==> src/hw/lebs_params.svh <==
// constants for the local external bus sequencer
`ifndef LEBS_PARAMS_SVH
`define LEBS_PARAMS_SVH
`define LEBS_CS_NUM     8
`define LEBS_ADDR_W     26
`define LEBS_ADDR_HI_W  8
`define LEBS_DATA_W     32
`define LEBS_WS_W       16
`define LEBS_DC_W       4
`define LEBS_FIFO_DEPTH 8
`define LEBS_SYNC_SLACK 2
`define LEBS_HANDOVER_IPB 4
`define LEBS_BEATS_SHORT 6'h08
`define LEBS_BEATS_LONG  6'h20
`define LEBS_DSZ_8      2'h0
`define LEBS_DSZ_16     2'h1
`define LEBS_DSZ_32     2'h2
`define LEBS_RST_DATA   32'h0000_0000
`endif

==> src/hw/lebs_pkg.sv <==
// types shared by the local external bus sequencer
package lebs_pkg;
   typedef enum logic [2:0] {
      ST_IDLE  = 3'b000,
      ST_SETUP = 3'b001,
      ST_ALE   = 3'b010,
      ST_WAIT  = 3'b011,
      ST_BEAT  = 3'b100,
      ST_HOLD  = 3'b101,
      ST_DEAD  = 3'b110
   } lebs_state_e;
   typedef enum logic [1:0] {
      MODE_SINGLE = 2'b00,
      MODE_BURST  = 2'b01,
      MODE_MUX    = 2'b10
   } lebs_mode_e;
endpackage

==> src/hw/lebs_stream_if.sv <==
// valid/ready stream with a slack indication for the read data path
interface lebs_stream_if #(parameter int W = 32);
   logic         valid;
   logic         ready;
   logic         room;
   logic [W-1:0] data;
   modport src (output valid, output data, input ready, input room);
   modport snk (input valid, input data, output ready, output room);
endinterface

==> src/hw/lebs_fifo.sv <==
// read data fifo with registered output word
module lebs_fifo #(
   parameter int W     = 32,
   parameter int DEPTH = 8,
   parameter int SLACK = 2
) (
   input  wire logic   clock_in,
   input  wire logic   rst_in,
   lebs_stream_if.snk  wr,
   lebs_stream_if.src  rd
);
   localparam int AW = $clog2(DEPTH);
   logic [W-1:0]  mem_r [DEPTH];
   logic [AW-1:0] wp_r;
   logic [AW-1:0] rp_r;
   logic [AW:0]   cnt_r;
   logic [W-1:0]  dout_r;
   logic          ov_r;
   wire           push;
   wire           load;

   // ===========================================================
   // handshakes
   // room leaves space for words already in the sampling pipe
   assign push     = wr.valid && wr.ready;
   assign load     = (cnt_r != '0) && (!ov_r || rd.ready);
   assign wr.ready = cnt_r < (AW+1)'(DEPTH);
   assign wr.room  = cnt_r <= (AW+1)'(DEPTH - 1 - SLACK);
   assign rd.valid = ov_r;
   assign rd.data  = dout_r;

   // storage array carries no reset
   always_ff @(posedge clock_in) begin
      if (push) begin
         mem_r[wp_r] <= wr.data;
      end
   end

   // pointers and count
   always_ff @(posedge clock_in) begin
      if (rst_in) begin
         wp_r  <= '0;
         rp_r  <= '0;
         cnt_r <= '0;
      end else begin
         wp_r  <= push ? wp_r + 1'b1 : wp_r;
         rp_r  <= load ? rp_r + 1'b1 : rp_r;
         cnt_r <= cnt_r + (AW+1)'(push) - (AW+1)'(load);
      end
   end

   // output register
   always_ff @(posedge clock_in) begin
      if (rst_in) begin
         ov_r   <= 1'b0;
         dout_r <= '0;
      end else if (load) begin
         ov_r   <= 1'b1;
         dout_r <= mem_r[rp_r];
      end else if (rd.ready) begin
         ov_r   <= 1'b0;
      end
   end
endmodule

==> src/hw/lebs_top.sv <==
// local external bus sequencer: chip select, strobe and beat timing
`include "lebs_params.svh"

module lebs_top
   import lebs_pkg::*;
#(
   parameter int CS_NUM = `LEBS_CS_NUM,
   parameter int AW     = `LEBS_ADDR_W,
   parameter int AHW    = `LEBS_ADDR_HI_W,
   parameter int DW     = `LEBS_DATA_W,
   parameter int DCW    = `LEBS_DC_W,
   parameter int DEPTH  = `LEBS_FIFO_DEPTH
) (
   input  wire logic                  clock_in,
   input  wire logic                  rst_in,
   input  wire logic                  req_valid_in,
   output logic                       req_ready_out,
   input  wire logic                  req_write_in,
   input  wire logic [AW-1:0]         req_addr_in,
   input  wire logic [DW-1:0]         req_wdata_in,
   input  wire logic [2:0]            req_cs_in,
   input  wire logic [1:0]            req_tsize_in,
   input  wire logic                  req_source_burst_in,
   input  wire logic [1:0]            mode_in,
   input  wire logic                  large_flash_mode_in,
   input  wire logic                  graphics_bus_mode_in,
   input  wire logic [7:0]            wait_count_primary_in,
   input  wire logic [7:0]            wait_count_extra_in,
   input  wire logic [DCW-1:0]        dead_cycle_count_in,
   input  wire logic [1:0]            data_size_in,
   input  wire logic [2*CS_NUM-1:0]   burst_read_write_enable_in,
   input  wire logic [CS_NUM-1:0]     long_burst_select_in,
   input  wire logic                  arb_handover_in,
   output logic [CS_NUM-1:0]          cs_n_out,
   output logic                       oe_n_out,
   output logic                       rw_out,
   output logic                       rw_oe_n_out,
   output logic                       ale_out,
   output logic                       transfer_start_strobe_out,
   output logic [1:0]                 transfer_size_out,
   output logic                       transfer_size_oe_n_out,
   output logic [AW-1:0]              addr_out,
   output logic                       addr_oe_n_out,
   output logic                       addr_hi_oe_n_out,
   output logic [DW-1:0]              data_out,
   output logic                       data_oe_n_out,
   input  wire logic [DW-1:0]         data_in,
   input  wire logic                  ack_in,
   output logic                       ack_out,
   output logic                       ack_oe_n_out,
   output logic                       busy_out,
   output logic                       rd_valid_out,
   input  wire logic                  rd_ready_in,
   output logic [DW-1:0]              rd_data_out
);

   // decoded chip select, one bit per select line
   function automatic logic [CS_NUM-1:0] lebs_onehot(input logic [2:0] s);
      lebs_onehot = CS_NUM'(1) << s;
   endfunction

   // beats per cache line: 4^lb * 2 * (32 / bus width)
   function automatic logic [5:0] lebs_beats(input logic lb,
                                            input logic [1:0] dsz);
      logic [5:0] base;
      base = lb ? `LEBS_BEATS_LONG : `LEBS_BEATS_SHORT;
      lebs_beats = base >> dsz;
   endfunction

   // ===========================================================
   // state and latched request
   lebs_state_e           state_r;
   lebs_state_e           state_nxt;
   lebs_mode_e            mode_r;
   logic                  wr_r;
   logic [AW-1:0]         addr_r;
   logic [DW-1:0]         wdata_r;
   logic [2:0]            csel_r;
   logic [1:0]            tsize_r;
   logic                  flash_r;
   logic                  gfx_r;
   logic [15:0]           ws_r;
   logic [DCW-1:0]        dc_r;
   logic [5:0]            beats_r;
   logic [16:0]           cnt_r;
   logic [5:0]            beat_r;
   logic [DCW-1:0]        dead_r;
   logic [DW-1:0]         data_r;
   logic                  ack_s1_r;
   logic                  ack_s2_r;
   logic [DW-1:0]         din_s1_r;
   logic [DW-1:0]         din_s2_r;
   logic                  cap1_r;
   logic                  cap2_r;

   // ===========================================================
   // decode
   wire        fifo_room;
   wire        accept;
   wire        is_burst  = mode_r == MODE_BURST;
   wire        is_mux    = mode_r == MODE_MUX;
   wire        ts_mode   = flash_r || gfx_r;
   wire        cs_active = (state_r == ST_WAIT) || (state_r == ST_BEAT);
   wire        span      = (state_r != ST_IDLE) && (state_r != ST_DEAD);
   wire        beat_go   = wr_r || fifo_room;
   wire        wait_done = cnt_r == 17'h0_0000;
   wire [15:0] ws_in     = {wait_count_extra_in, wait_count_primary_in};
   wire [1:0]  bre_sel   = burst_read_write_enable_in[{req_cs_in, 1'b0} +: 2];
   wire        lb_in     = (bre_sel == 2'b11) && req_source_burst_in
                           && long_burst_select_in[req_cs_in];
   wire        early_ack = !is_burst && ack_s2_r;
   wire        cap0      = !wr_r && ((state_r == ST_WAIT && !is_burst &&
                           (wait_done || early_ack)) ||
                           (state_r == ST_BEAT && beat_go));

   // reads start only when the fifo can take the words in flight
   assign accept        = req_valid_in && req_ready_out;
   assign req_ready_out = (state_r == ST_IDLE) && (req_write_in || fifo_room);
   assign busy_out      = state_r != ST_IDLE;

   // ===========================================================
   // next state
   always_comb begin
      state_nxt = state_r;
      unique case (state_r)
         ST_IDLE:  if (accept) begin
            state_nxt = ST_SETUP;
         end
         ST_SETUP: state_nxt = is_mux ? ST_ALE : ST_WAIT;
         ST_ALE:   state_nxt = ST_WAIT;
         ST_WAIT:  if (is_burst && wait_done) begin
            state_nxt = ST_BEAT;
         end else if (!is_burst && (wait_done || early_ack)) begin
            state_nxt = ST_HOLD;
         end
         ST_BEAT:  if (beat_r == 6'h01 && beat_go) begin
            state_nxt = ST_HOLD;
         end
         ST_HOLD:  if (arb_handover_in || dc_r == '0) begin
            state_nxt = ST_IDLE;
         end else begin
            state_nxt = ST_DEAD;
         end
         ST_DEAD:  if (arb_handover_in || dead_r == DCW'(1)) begin
            state_nxt = ST_IDLE;
         end
         default:  state_nxt = ST_IDLE;
      endcase
   end

   // state register
   always_ff @(posedge clock_in) begin
      if (rst_in) begin
         state_r <= ST_IDLE;
      end else begin
         state_r <= state_nxt;
      end
   end

   // ===========================================================
   // request capture; configuration is frozen for the whole access
   always_ff @(posedge clock_in) begin
      if (rst_in) begin
         mode_r  <= MODE_SINGLE;
         wr_r    <= 1'b0;
         addr_r  <= '0;
         wdata_r <= '0;
         csel_r  <= 3'h0;
         tsize_r <= 2'h0;
         flash_r <= 1'b0;
         gfx_r   <= 1'b0;
         ws_r    <= 16'h0000;
         dc_r    <= '0;
         beats_r <= 6'h00;
      end else if (accept) begin
         mode_r  <= (mode_in == 2'b11) ? MODE_SINGLE : lebs_mode_e'(mode_in);
         wr_r    <= req_write_in;
         addr_r  <= req_addr_in;
         wdata_r <= req_wdata_in;
         csel_r  <= req_cs_in;
         tsize_r <= req_tsize_in;
         flash_r <= large_flash_mode_in;
         gfx_r   <= graphics_bus_mode_in;
         ws_r    <= ws_in;
         dc_r    <= dead_cycle_count_in;
         beats_r <= lebs_beats(lb_in, data_size_in);
      end
   end

   // ===========================================================
   // wait, beat and dead counters
   // single: ws+1 down to 0 gives 2+ws selects; burst: ws gives 1+ws
   always_ff @(posedge clock_in) begin
      if (rst_in) begin
         cnt_r <= 17'h0_0000;
      end else if (state_nxt == ST_WAIT && state_r != ST_WAIT) begin
         cnt_r <= is_burst ? {1'b0, ws_r} : {1'b0, ws_r} + 17'h0_0001;
      end else if (state_r == ST_WAIT && !wait_done) begin
         cnt_r <= cnt_r - 17'h0_0001;
      end
   end

   // beat counter stalls on reads while the fifo is short of room
   always_ff @(posedge clock_in) begin
      if (rst_in) begin
         beat_r <= 6'h00;
      end else if (state_nxt == ST_BEAT && state_r != ST_BEAT) begin
         beat_r <= beats_r;
      end else if (state_r == ST_BEAT && beat_go) begin
         beat_r <= beat_r - 6'h01;
      end
   end

   // dead cycles keep the bus parked after the select negates
   always_ff @(posedge clock_in) begin
      if (rst_in) begin
         dead_r <= '0;
      end else if (state_r == ST_HOLD) begin
         dead_r <= dc_r;
      end else if (state_r == ST_DEAD) begin
         dead_r <= dead_r - DCW'(1);
      end
   end

   // ===========================================================
   // pin synchronisers; second stage is the only reader of the first
   always_ff @(posedge clock_in) begin
      if (rst_in) begin
         ack_s1_r <= 1'b0;
         ack_s2_r <= 1'b0;
         din_s1_r <= `LEBS_RST_DATA;
         din_s2_r <= `LEBS_RST_DATA;
      end else begin
         ack_s1_r <= ack_in;
         ack_s2_r <= ack_s1_r;
         din_s1_r <= data_in;
         din_s2_r <= din_s1_r;
      end
   end

   // capture tag follows the data through the same two stages
   always_ff @(posedge clock_in) begin
      if (rst_in) begin
         cap1_r <= 1'b0;
         cap2_r <= 1'b0;
      end else begin
         cap1_r <= cap0;
         cap2_r <= cap1_r;
      end
   end

   // ===========================================================
   // data lines: address phase in mux latch cycle, else write data
   always_ff @(posedge clock_in) begin
      if (rst_in) begin
         data_r <= `LEBS_RST_DATA;
      end else if (state_nxt == ST_ALE) begin
         data_r <= DW'({tsize_r, 4'h0, addr_r});
      end else begin
         data_r <= wdata_r;
      end
   end

   // ===========================================================
   // bus pin decode
   wire nm_data = !is_mux && span;
   wire mx_data = is_mux && (cs_active || state_r == ST_HOLD);
   wire hi_span = (state_r == ST_SETUP) || cs_active;

   assign cs_n_out = cs_active ? ~lebs_onehot(csel_r)
                               : {CS_NUM{1'b1}};
   assign oe_n_out      = !(cs_active && !wr_r);
   assign rw_out        = !wr_r;
   assign rw_oe_n_out   = !span;
   assign ale_out       = state_r == ST_ALE;
   assign transfer_start_strobe_out = ts_mode &&
      (is_mux ? state_r == ST_ALE : state_r == ST_SETUP);
   assign transfer_size_out      = tsize_r;
   assign transfer_size_oe_n_out = !(gfx_r && span);
   assign addr_out         = addr_r;
   assign addr_oe_n_out    = !(span && !is_mux);
   // upper lines are shared pins: freed with the select in flash or graphics bus mode
   assign addr_hi_oe_n_out = ts_mode ? !(hi_span && !is_mux)
                                     : addr_oe_n_out;
   assign data_out      = data_r;
   assign data_oe_n_out = !(ale_out || (wr_r && (nm_data || mx_data)));
   assign ack_out       = (state_r == ST_BEAT) && beat_go;
   assign ack_oe_n_out  = !(is_burst && cs_active);

   // ===========================================================
   // read data fifo
   lebs_stream_if #(.W(DW)) fill_if ();
   lebs_stream_if #(.W(DW)) drain_if ();

   assign fill_if.valid  = cap2_r;
   assign fill_if.data   = din_s2_r;
   assign fifo_room      = fill_if.room && fill_if.ready;
   assign drain_if.ready = rd_ready_in;
   assign drain_if.room  = rd_ready_in;
   assign rd_valid_out   = drain_if.valid;
   assign rd_data_out    = drain_if.data;

   lebs_fifo #(
      .W     (DW),
      .DEPTH (DEPTH),
      .SLACK (`LEBS_SYNC_SLACK)
   ) u_fifo (
      .clock_in (clock_in),
      .rst_in   (rst_in),
      .wr       (fill_if),
      .rd       (drain_if)
   );

   // ===========================================================
   // assertion helpers: select and acknowledge lengths per access
   logic [17:0] cs_len_r;
   logic [5:0]  ack_len_r;
   logic        ack_seen_r;
   logic        stall_r;

   always_ff @(posedge clock_in) begin
      if (rst_in || state_r == ST_IDLE) begin
         cs_len_r   <= 18'h0_0000;
         ack_len_r  <= 6'h00;
         ack_seen_r <= 1'b0;
         stall_r    <= 1'b0;
      end else begin
         cs_len_r   <= cs_active ? cs_len_r + 18'h0_0001 : cs_len_r;
         ack_len_r  <= ack_out ? ack_len_r + 6'h01 : ack_len_r;
         ack_seen_r <= ack_seen_r || (state_r == ST_WAIT && early_ack);
         stall_r    <= stall_r || (state_r == ST_BEAT && !beat_go);
      end
   end
endmodule

==> config.mk <==
export PLATFORM = sky130hd
export DESIGN_NAME = lebs_top
export DESIGN_NICKNAME = d
export VERILOG_FILES = /design/src/hw/lebs_pkg.sv /design/src/hw/lebs_stream_if.sv /design/src/hw/lebs_fifo.sv /design/src/hw/lebs_top.sv
export VERILOG_INCLUDE_DIRS = /design/src /design/src/hw
export SDC_FILE = /design/constraint.sdc
export NUM_CORES = 1
export LEC_CHECK = 0
export BUFFER_PORTS_ARGS = -buffer_cell sky130_fd_sc_hd__clkbuf_2
export CAP_MARGIN = 20
export CORE_UTILIZATION = 50
export CTS_CLUSTER_SIZE = 24
export DETAILED_ROUTE_END_ITERATION = 7
export HOLD_SLACK_MARGIN = 0.08
export PLACE_DENSITY = 0.69
export SYNTH_ARGS = -nofsm -noshare
export SYNTH_HDL_FRONTEND = slang
export SYNTH_SLANG_ARGS = --single-unit
==> constraint.sdc <==
create_clock -name clock_in -period 4.3 [get_ports clock_in]
set_input_delay 0.86 -clock clock_in [delete_from_list [all_inputs] [get_ports clock_in]]
set_output_delay 0.86 -clock clock_in [all_outputs]
set_load 0.05 [all_outputs]
Word level (Yosys, flattened, before mapping):

Memory sizes are Yosys's and may differ from the RTL's. A register that Yosys moved wholly into a read port is not among the register bits.
Cells that the tools add are included.

* bits in registers: 235
* bits in writable memories: 256
* input port bits: 153
* output and inout bits: 114
* logic and storage cells: 150
* memories: 1

Memory list
* u_fifo.mem_r: words 8, width 32, read ports 1, clocked after Yosys merged registers in 1, write ports 1, RTL line lebs_fifo.sv:13 `logic [W-1:0] mem_r [DEPTH];`

* $add $sub $neg: 8
* order comparisons: 3
* eq/ne operators: 18
* shifts and indexed selects: 3
* multiplexer cells: 27
* bitwise logic cells: 1
* reduce and logical (&&, ||, !) cells: 62

Operator list (count)
* two-way mux 17 bit: 3
* two-way mux 32 bit: 1
* logical AND 1 bit: 27
* case mux 3 bit (7 select lines): 1
* two-way mux 3 bit: 6
* two-way mux 6 bit: 3
* adder 16 x 1 -> 17 bit (second input constant): 1
* zero test 17 bit: 1
* subtractor 17 x 1 -> 17 bit (second input constant): 1
* indexed part select 16 x 5 -> 2 bit: 1
* logical OR 1 bit: 13
* == test 3 x 2 -> 1 bit (second input constant): 4
* == test 3 bit (second input constant): 4
* zero test 1 bit: 12
* two-way mux 1 bit: 8
* two-way mux 4 bit: 2
* two-way mux 8 bit: 1
* inverter 8 bit: 1
* nonzero test 2 bit: 4
* left shift 1 x 3 -> 8 bit (first input constant): 1
* adder 3 x 1 -> 3 bit (second input constant): 2
* == test 2 bit (second input constant): 3
* == test 6 x 1 -> 1 bit (second input constant): 1
* inequality test 3 bit (second input constant): 2
* 19 further kinds: 19

Longest topological paths before layout:

* depth in word-level cells: 11
* mapped depth: 12
* mapped depth without buffers: 11

By module:

A second synthesis with hierarchy kept.

* cell total of the unflattened synthesis: 1650
* area, all modules: 19924.1 µm²

By module, submodules not included
* lebs_fifo: instances 1, cells an instance 623, area an instance 11274.6 µm², sequential area each 8548.2 µm²
* lebs_top: instances 1, cells an instance 1027, area an instance 8649.5 µm², sequential area each 4484.3 µm²

Worst setup path before layout:

No wires, ideal clock.

* path kind: reg-to-reg
* start point: register u_fifo.cnt_r[3]
* end point: memory u_fifo.mem_r[0][0] (enable)
* library setup time: 0.461 ns
* data arrival time: 2.981 ns
* data required time: 3.839 ns
* path slack: 0.858 ns
* stages on the path, launching flop included: 5
* buffers on the path: 1
* clock period less this slack: 3.442 ns
* cells stage by stage: dfxtp_1 nor2b_1 clkbuf_1 nand2b_1 nor3_1

* longest elaborated chain between the ends: 4

Ends and longest elaborated chain
* from (decl): RTL line lebs_fifo.sv:16 `logic [AW:0] cnt_r;`
* from (signal assigned): RTL line lebs_fifo.sv:48 `cnt_r <= cnt_r + (AW+1)'(push) - (AW+1)'(load);`
* < comparator 4 bit: RTL line lebs_fifo.sv:27 `assign wr.ready = cnt_r < (AW+1)'(DEPTH);`
* logical AND 1 bit: RTL line lebs_fifo.sv:25 `assign push = wr.valid && wr.ready;`
* via u_fifo.push: RTL line lebs_fifo.sv:19 `wire push;`
* two-way mux 1 bit: RTL line lebs_fifo.sv:34 `if (push) begin`
* two-way mux 1 bit (implied by the code): RTL line lebs_fifo.sv:35 `mem_r[wp_r] <= wr.data;`
* to (decl): RTL line lebs_fifo.sv:13

The timed path passes the listed nets, and every way through them passes these cells.

Worst setup path after layout:

* start point: register state_r[2]
* end point: output port ack_out

* longest elaborated chain between the ends: 2

Ends and longest elaborated chain
* from (decl): RTL line lebs_top.sv:72 `lebs_state_e state_r;`
* from (signal assigned): RTL line lebs_top.sv:156 `state_r <= state_nxt;`
* == test 3 bit: RTL line lebs_top.sv:287 `assign ack_out = (state_r == ST_BEAT) && beat_go;`
* logical AND 1 bit: RTL line lebs_top.sv:287
* to (decl): RTL line lebs_top.sv:49 `output logic ack_out,`

No other way between the ends.

==> flow_summary.yaml <==
placement:
  place.gp.congestion: 0.819
  dp.cells: 2240
  io_buffers: 266
  post-dp-hpwl_mm: 25.7
  pre_cts_ws_ps: 1480
sta:
  drv_slew: 0
  tns_ps: 0
  worst_slack_ps: 807
  tightest_slew_ps: 943
  slew_headroom: 0.371
  whs_ps: 435
  rsz0062_at_grt: "false"
  max_clock_freq_mhz: 286
  fin_crit_sh: 0.812
  finalCriticalPeriod_ps: 3490
  finalHoldViolations: 0
  setup_viol: 0
  finClkSkew_ps: 15.8
power_and_ir_drop:
  total_leakage_power_nw: 8.49
  powerDensity_mw_per_mm2: 608
  ir_drop_mv: 0.344
logic_synthesis:
  synth_edf_count: 256
  synth_cell_types: 64
  synth_area_mm2: 0.0198
  seq_area_frac_synth: 0.658
  synth_flop_cell: "dfxtp_1"
  synth_top_area_frac: 0.388
  synth_top_area_cell: "edfxtp_1"
  syn-num-nets: 1695
  ys_async_sr_fraction: 0
  ys_warn_count: 0
  synth-seq-cells: 523
  synth_area_per_cell_um2: 13.0
  syn_inst: 1526
  synth_area_leaders: "edfxtp_1 39%, dfxtp_1 27%, mux4_2 7.3%"
worst_setup_path:
  cp-end-kind: "primary output"
  cp-startpoint: "state_r[2]"
  cp-start-kind: "register"
  arrival_ps: 2630
  worstPathCellList: "nor3b_1, o21ai_0, inv_1, clkbuf_2"
  timing.rr.start: "state_r[2]"
  slowest_delay_ps: 650
  crit_path_top_delay_cell: "dfxtp_1"
  cp_max_fo: 14
  cp.required_ps: 3440
  path_class: "reg2out"
global_routing:
  track_usage: 0.208
  grt_overflow: 0
  antenna_found_initial: 3
  grt_max_degree: 123
  grt_pass1_wl_mm: 66.4
  grt_pass1_vias: 12400
final_layout:
  final_cell_mix: "265 x clkbuf_2, 264 x dfxtp_1, 256 x edfxtp_1, 215 x nand2_1, 116 x nor2_1"
  area_growth_syn_to_layout_pct: 17.6
  fin_util: 0.599
  fill_cells: 3083
  nets: 1944
  seq_area_mm2: 0.0130
  final_cell_count_no_fill: 2337
  drive_gt1_frac: 0.253
  layout_commonest_cell: "clkbuf_2"
  multi_input_area_mm2: 0.00632
cts:
  cts.sinks: 523
  cts_setup_buffers: 0
  cts_hold_buf: 0
  clk_latency_ps: 590
  htreeDepth: 2
  cts_tree: "built"
  clk_pin_slew_worst_paths_ps: 60
  post_cts_resized: 0
  cts_buffer_depth: 3
  cts_root_buf: "clkbuf_16"
  cts_buffers: 51
die:
  ios: 267
  start_util: 0.510
  dieArea_mm2: 0.0404
  dieWidth_um: 201
  core.rowCount: 72
  core_mm2: 0.0388
  die_y_um: 201
drt:
  vias_per_cell: 5.31
  drt-pass1-iter-count: 5
  totalWireLength_mm: 41.6
  route.detailed.drc: 0
  antenna_left: 0
  drt_iter0_drc: 738
  wl_per_cell_um: 17.8
  dr_total_vias: 12400
outcome:
  status: "finished, final reports clean"
worst_hold_path:
  hold_class: "reg2reg"
  min_from: "din_s1_r[16]"
job:
  maxCapViolations: 0
## Yosys cell counts (4+ instances only)
cell / n
dfxtp_1: 267
edfxtp_1: 256
nand2_1: 215
nor2_1: 123
a21oi_1: 111
nor2b_1: 73
mux2i_1: 69
mux4_2: 64
clkbuf_1: 61
a211oi_1: 44
inv_1: 24
xor2_1: 19
buf_2: 18
nand3_1: 18
xnor2_1: 18
ha_1: 15
nand4_1: 13
nor3_1: 12
o21ai_0: 8
nand2b_1: 7
nor4_1: 7
a311oi_1: 6
buf_1: 6
clkbuf_8: 5
nor3b_1: 5
or2_2: 4
## layer usage
| metal | vias up | routed length (um) | share of wire | global-route usage |
|---|---|---|---|---|
| li1 | 5969 | - | - | - |
| met1 | 6058 | 17800 | 0.43 | 0.270 |
| met2 | 309 | 20100 | 0.48 | 0.343 |
| met3 | 80 | 2510 | 0.060 | 0.0455 |
| met4 | 2 | 1210 | 0.029 | 0.0802 |
| met5 | - | 13 | 0.00031 | 0 |
## report_power, final
part           switching [mW]  leakage, nW  internal [mW]
clock                    1.85        0.796           2.47
sequential              0.449         4.55           5.64
combinational            2.39         3.15           1.36
## layout make-up
class                   count  area share
multi-input cells         887       0.272
inverters                  24     0.00387
well taps                 518      0.0279
clock inverters            21     0.00833
repair buffers            288      0.0658
flip-flops and latches    523       0.560
diodes                      2    0.000215
clock buffers              74      0.0621
## final timing paths
kind             endpoint  slack, ps  cells after the start
max               ack_out        810                      4
min          din_s2_r[16]        430                      1
max reg2reg   data_out[8]       1650                      7
min reg2reg  din_s2_r[16]        430                      1
## worst max-delay path: cells and delay by family, from the launching register on
family          cells  cell delay (ps)
compound gates      1              300
buf+inv             2              560
flops               1              650
simple gates        1              540
## through the flow
| step | power (mW) | instance area, um^2 |
|---|---|---|
| floorplan | 9.06 | 19800 |
| global placement | 9.91 | 21600 |
| detailed placement | 9.98 | 21600 |
| CTS | 14.3 | 23300 |
| global route | 14.8 | 23300 |
| finish | 14.1 | 23300 |
## state kept, by name (all words and copies together) (netlist names), 2 cells and up
signal / cells
beat_r: 6
cnt_r: 17
din_s2_r: 32
wdata_r: 32
u_fifo.rd.data: 32
dc_r: 4
state_r: 3
dead_r: 4
u_fifo.wp_r: 3
mode_r: 2
data_out: 32
u_fifo.mem_r: 256
transfer_size_out: 2
u_fifo.cnt_r: 4
din_s1_r: 32
ws_r: 16
beats_r: 6
u_fifo.rp_r: 3
csel_r: 3
addr_out: 26
## cell families after synthesis
| kind of cell | Yosys count | share of synthesized area |
|---|---|---|
| fa+ha+maj | 16 | 0.0105 |
| mux | 134 | 0.108 |
| flops | 523 | 0.658 |
| buf+inv | 116 | 0.0264 |
| simple gates | 507 | 0.120 |
| xor+xnor | 37 | 0.0164 |
| compound gates | 193 | 0.0596 |
Power figures use the tool's default switching activity.
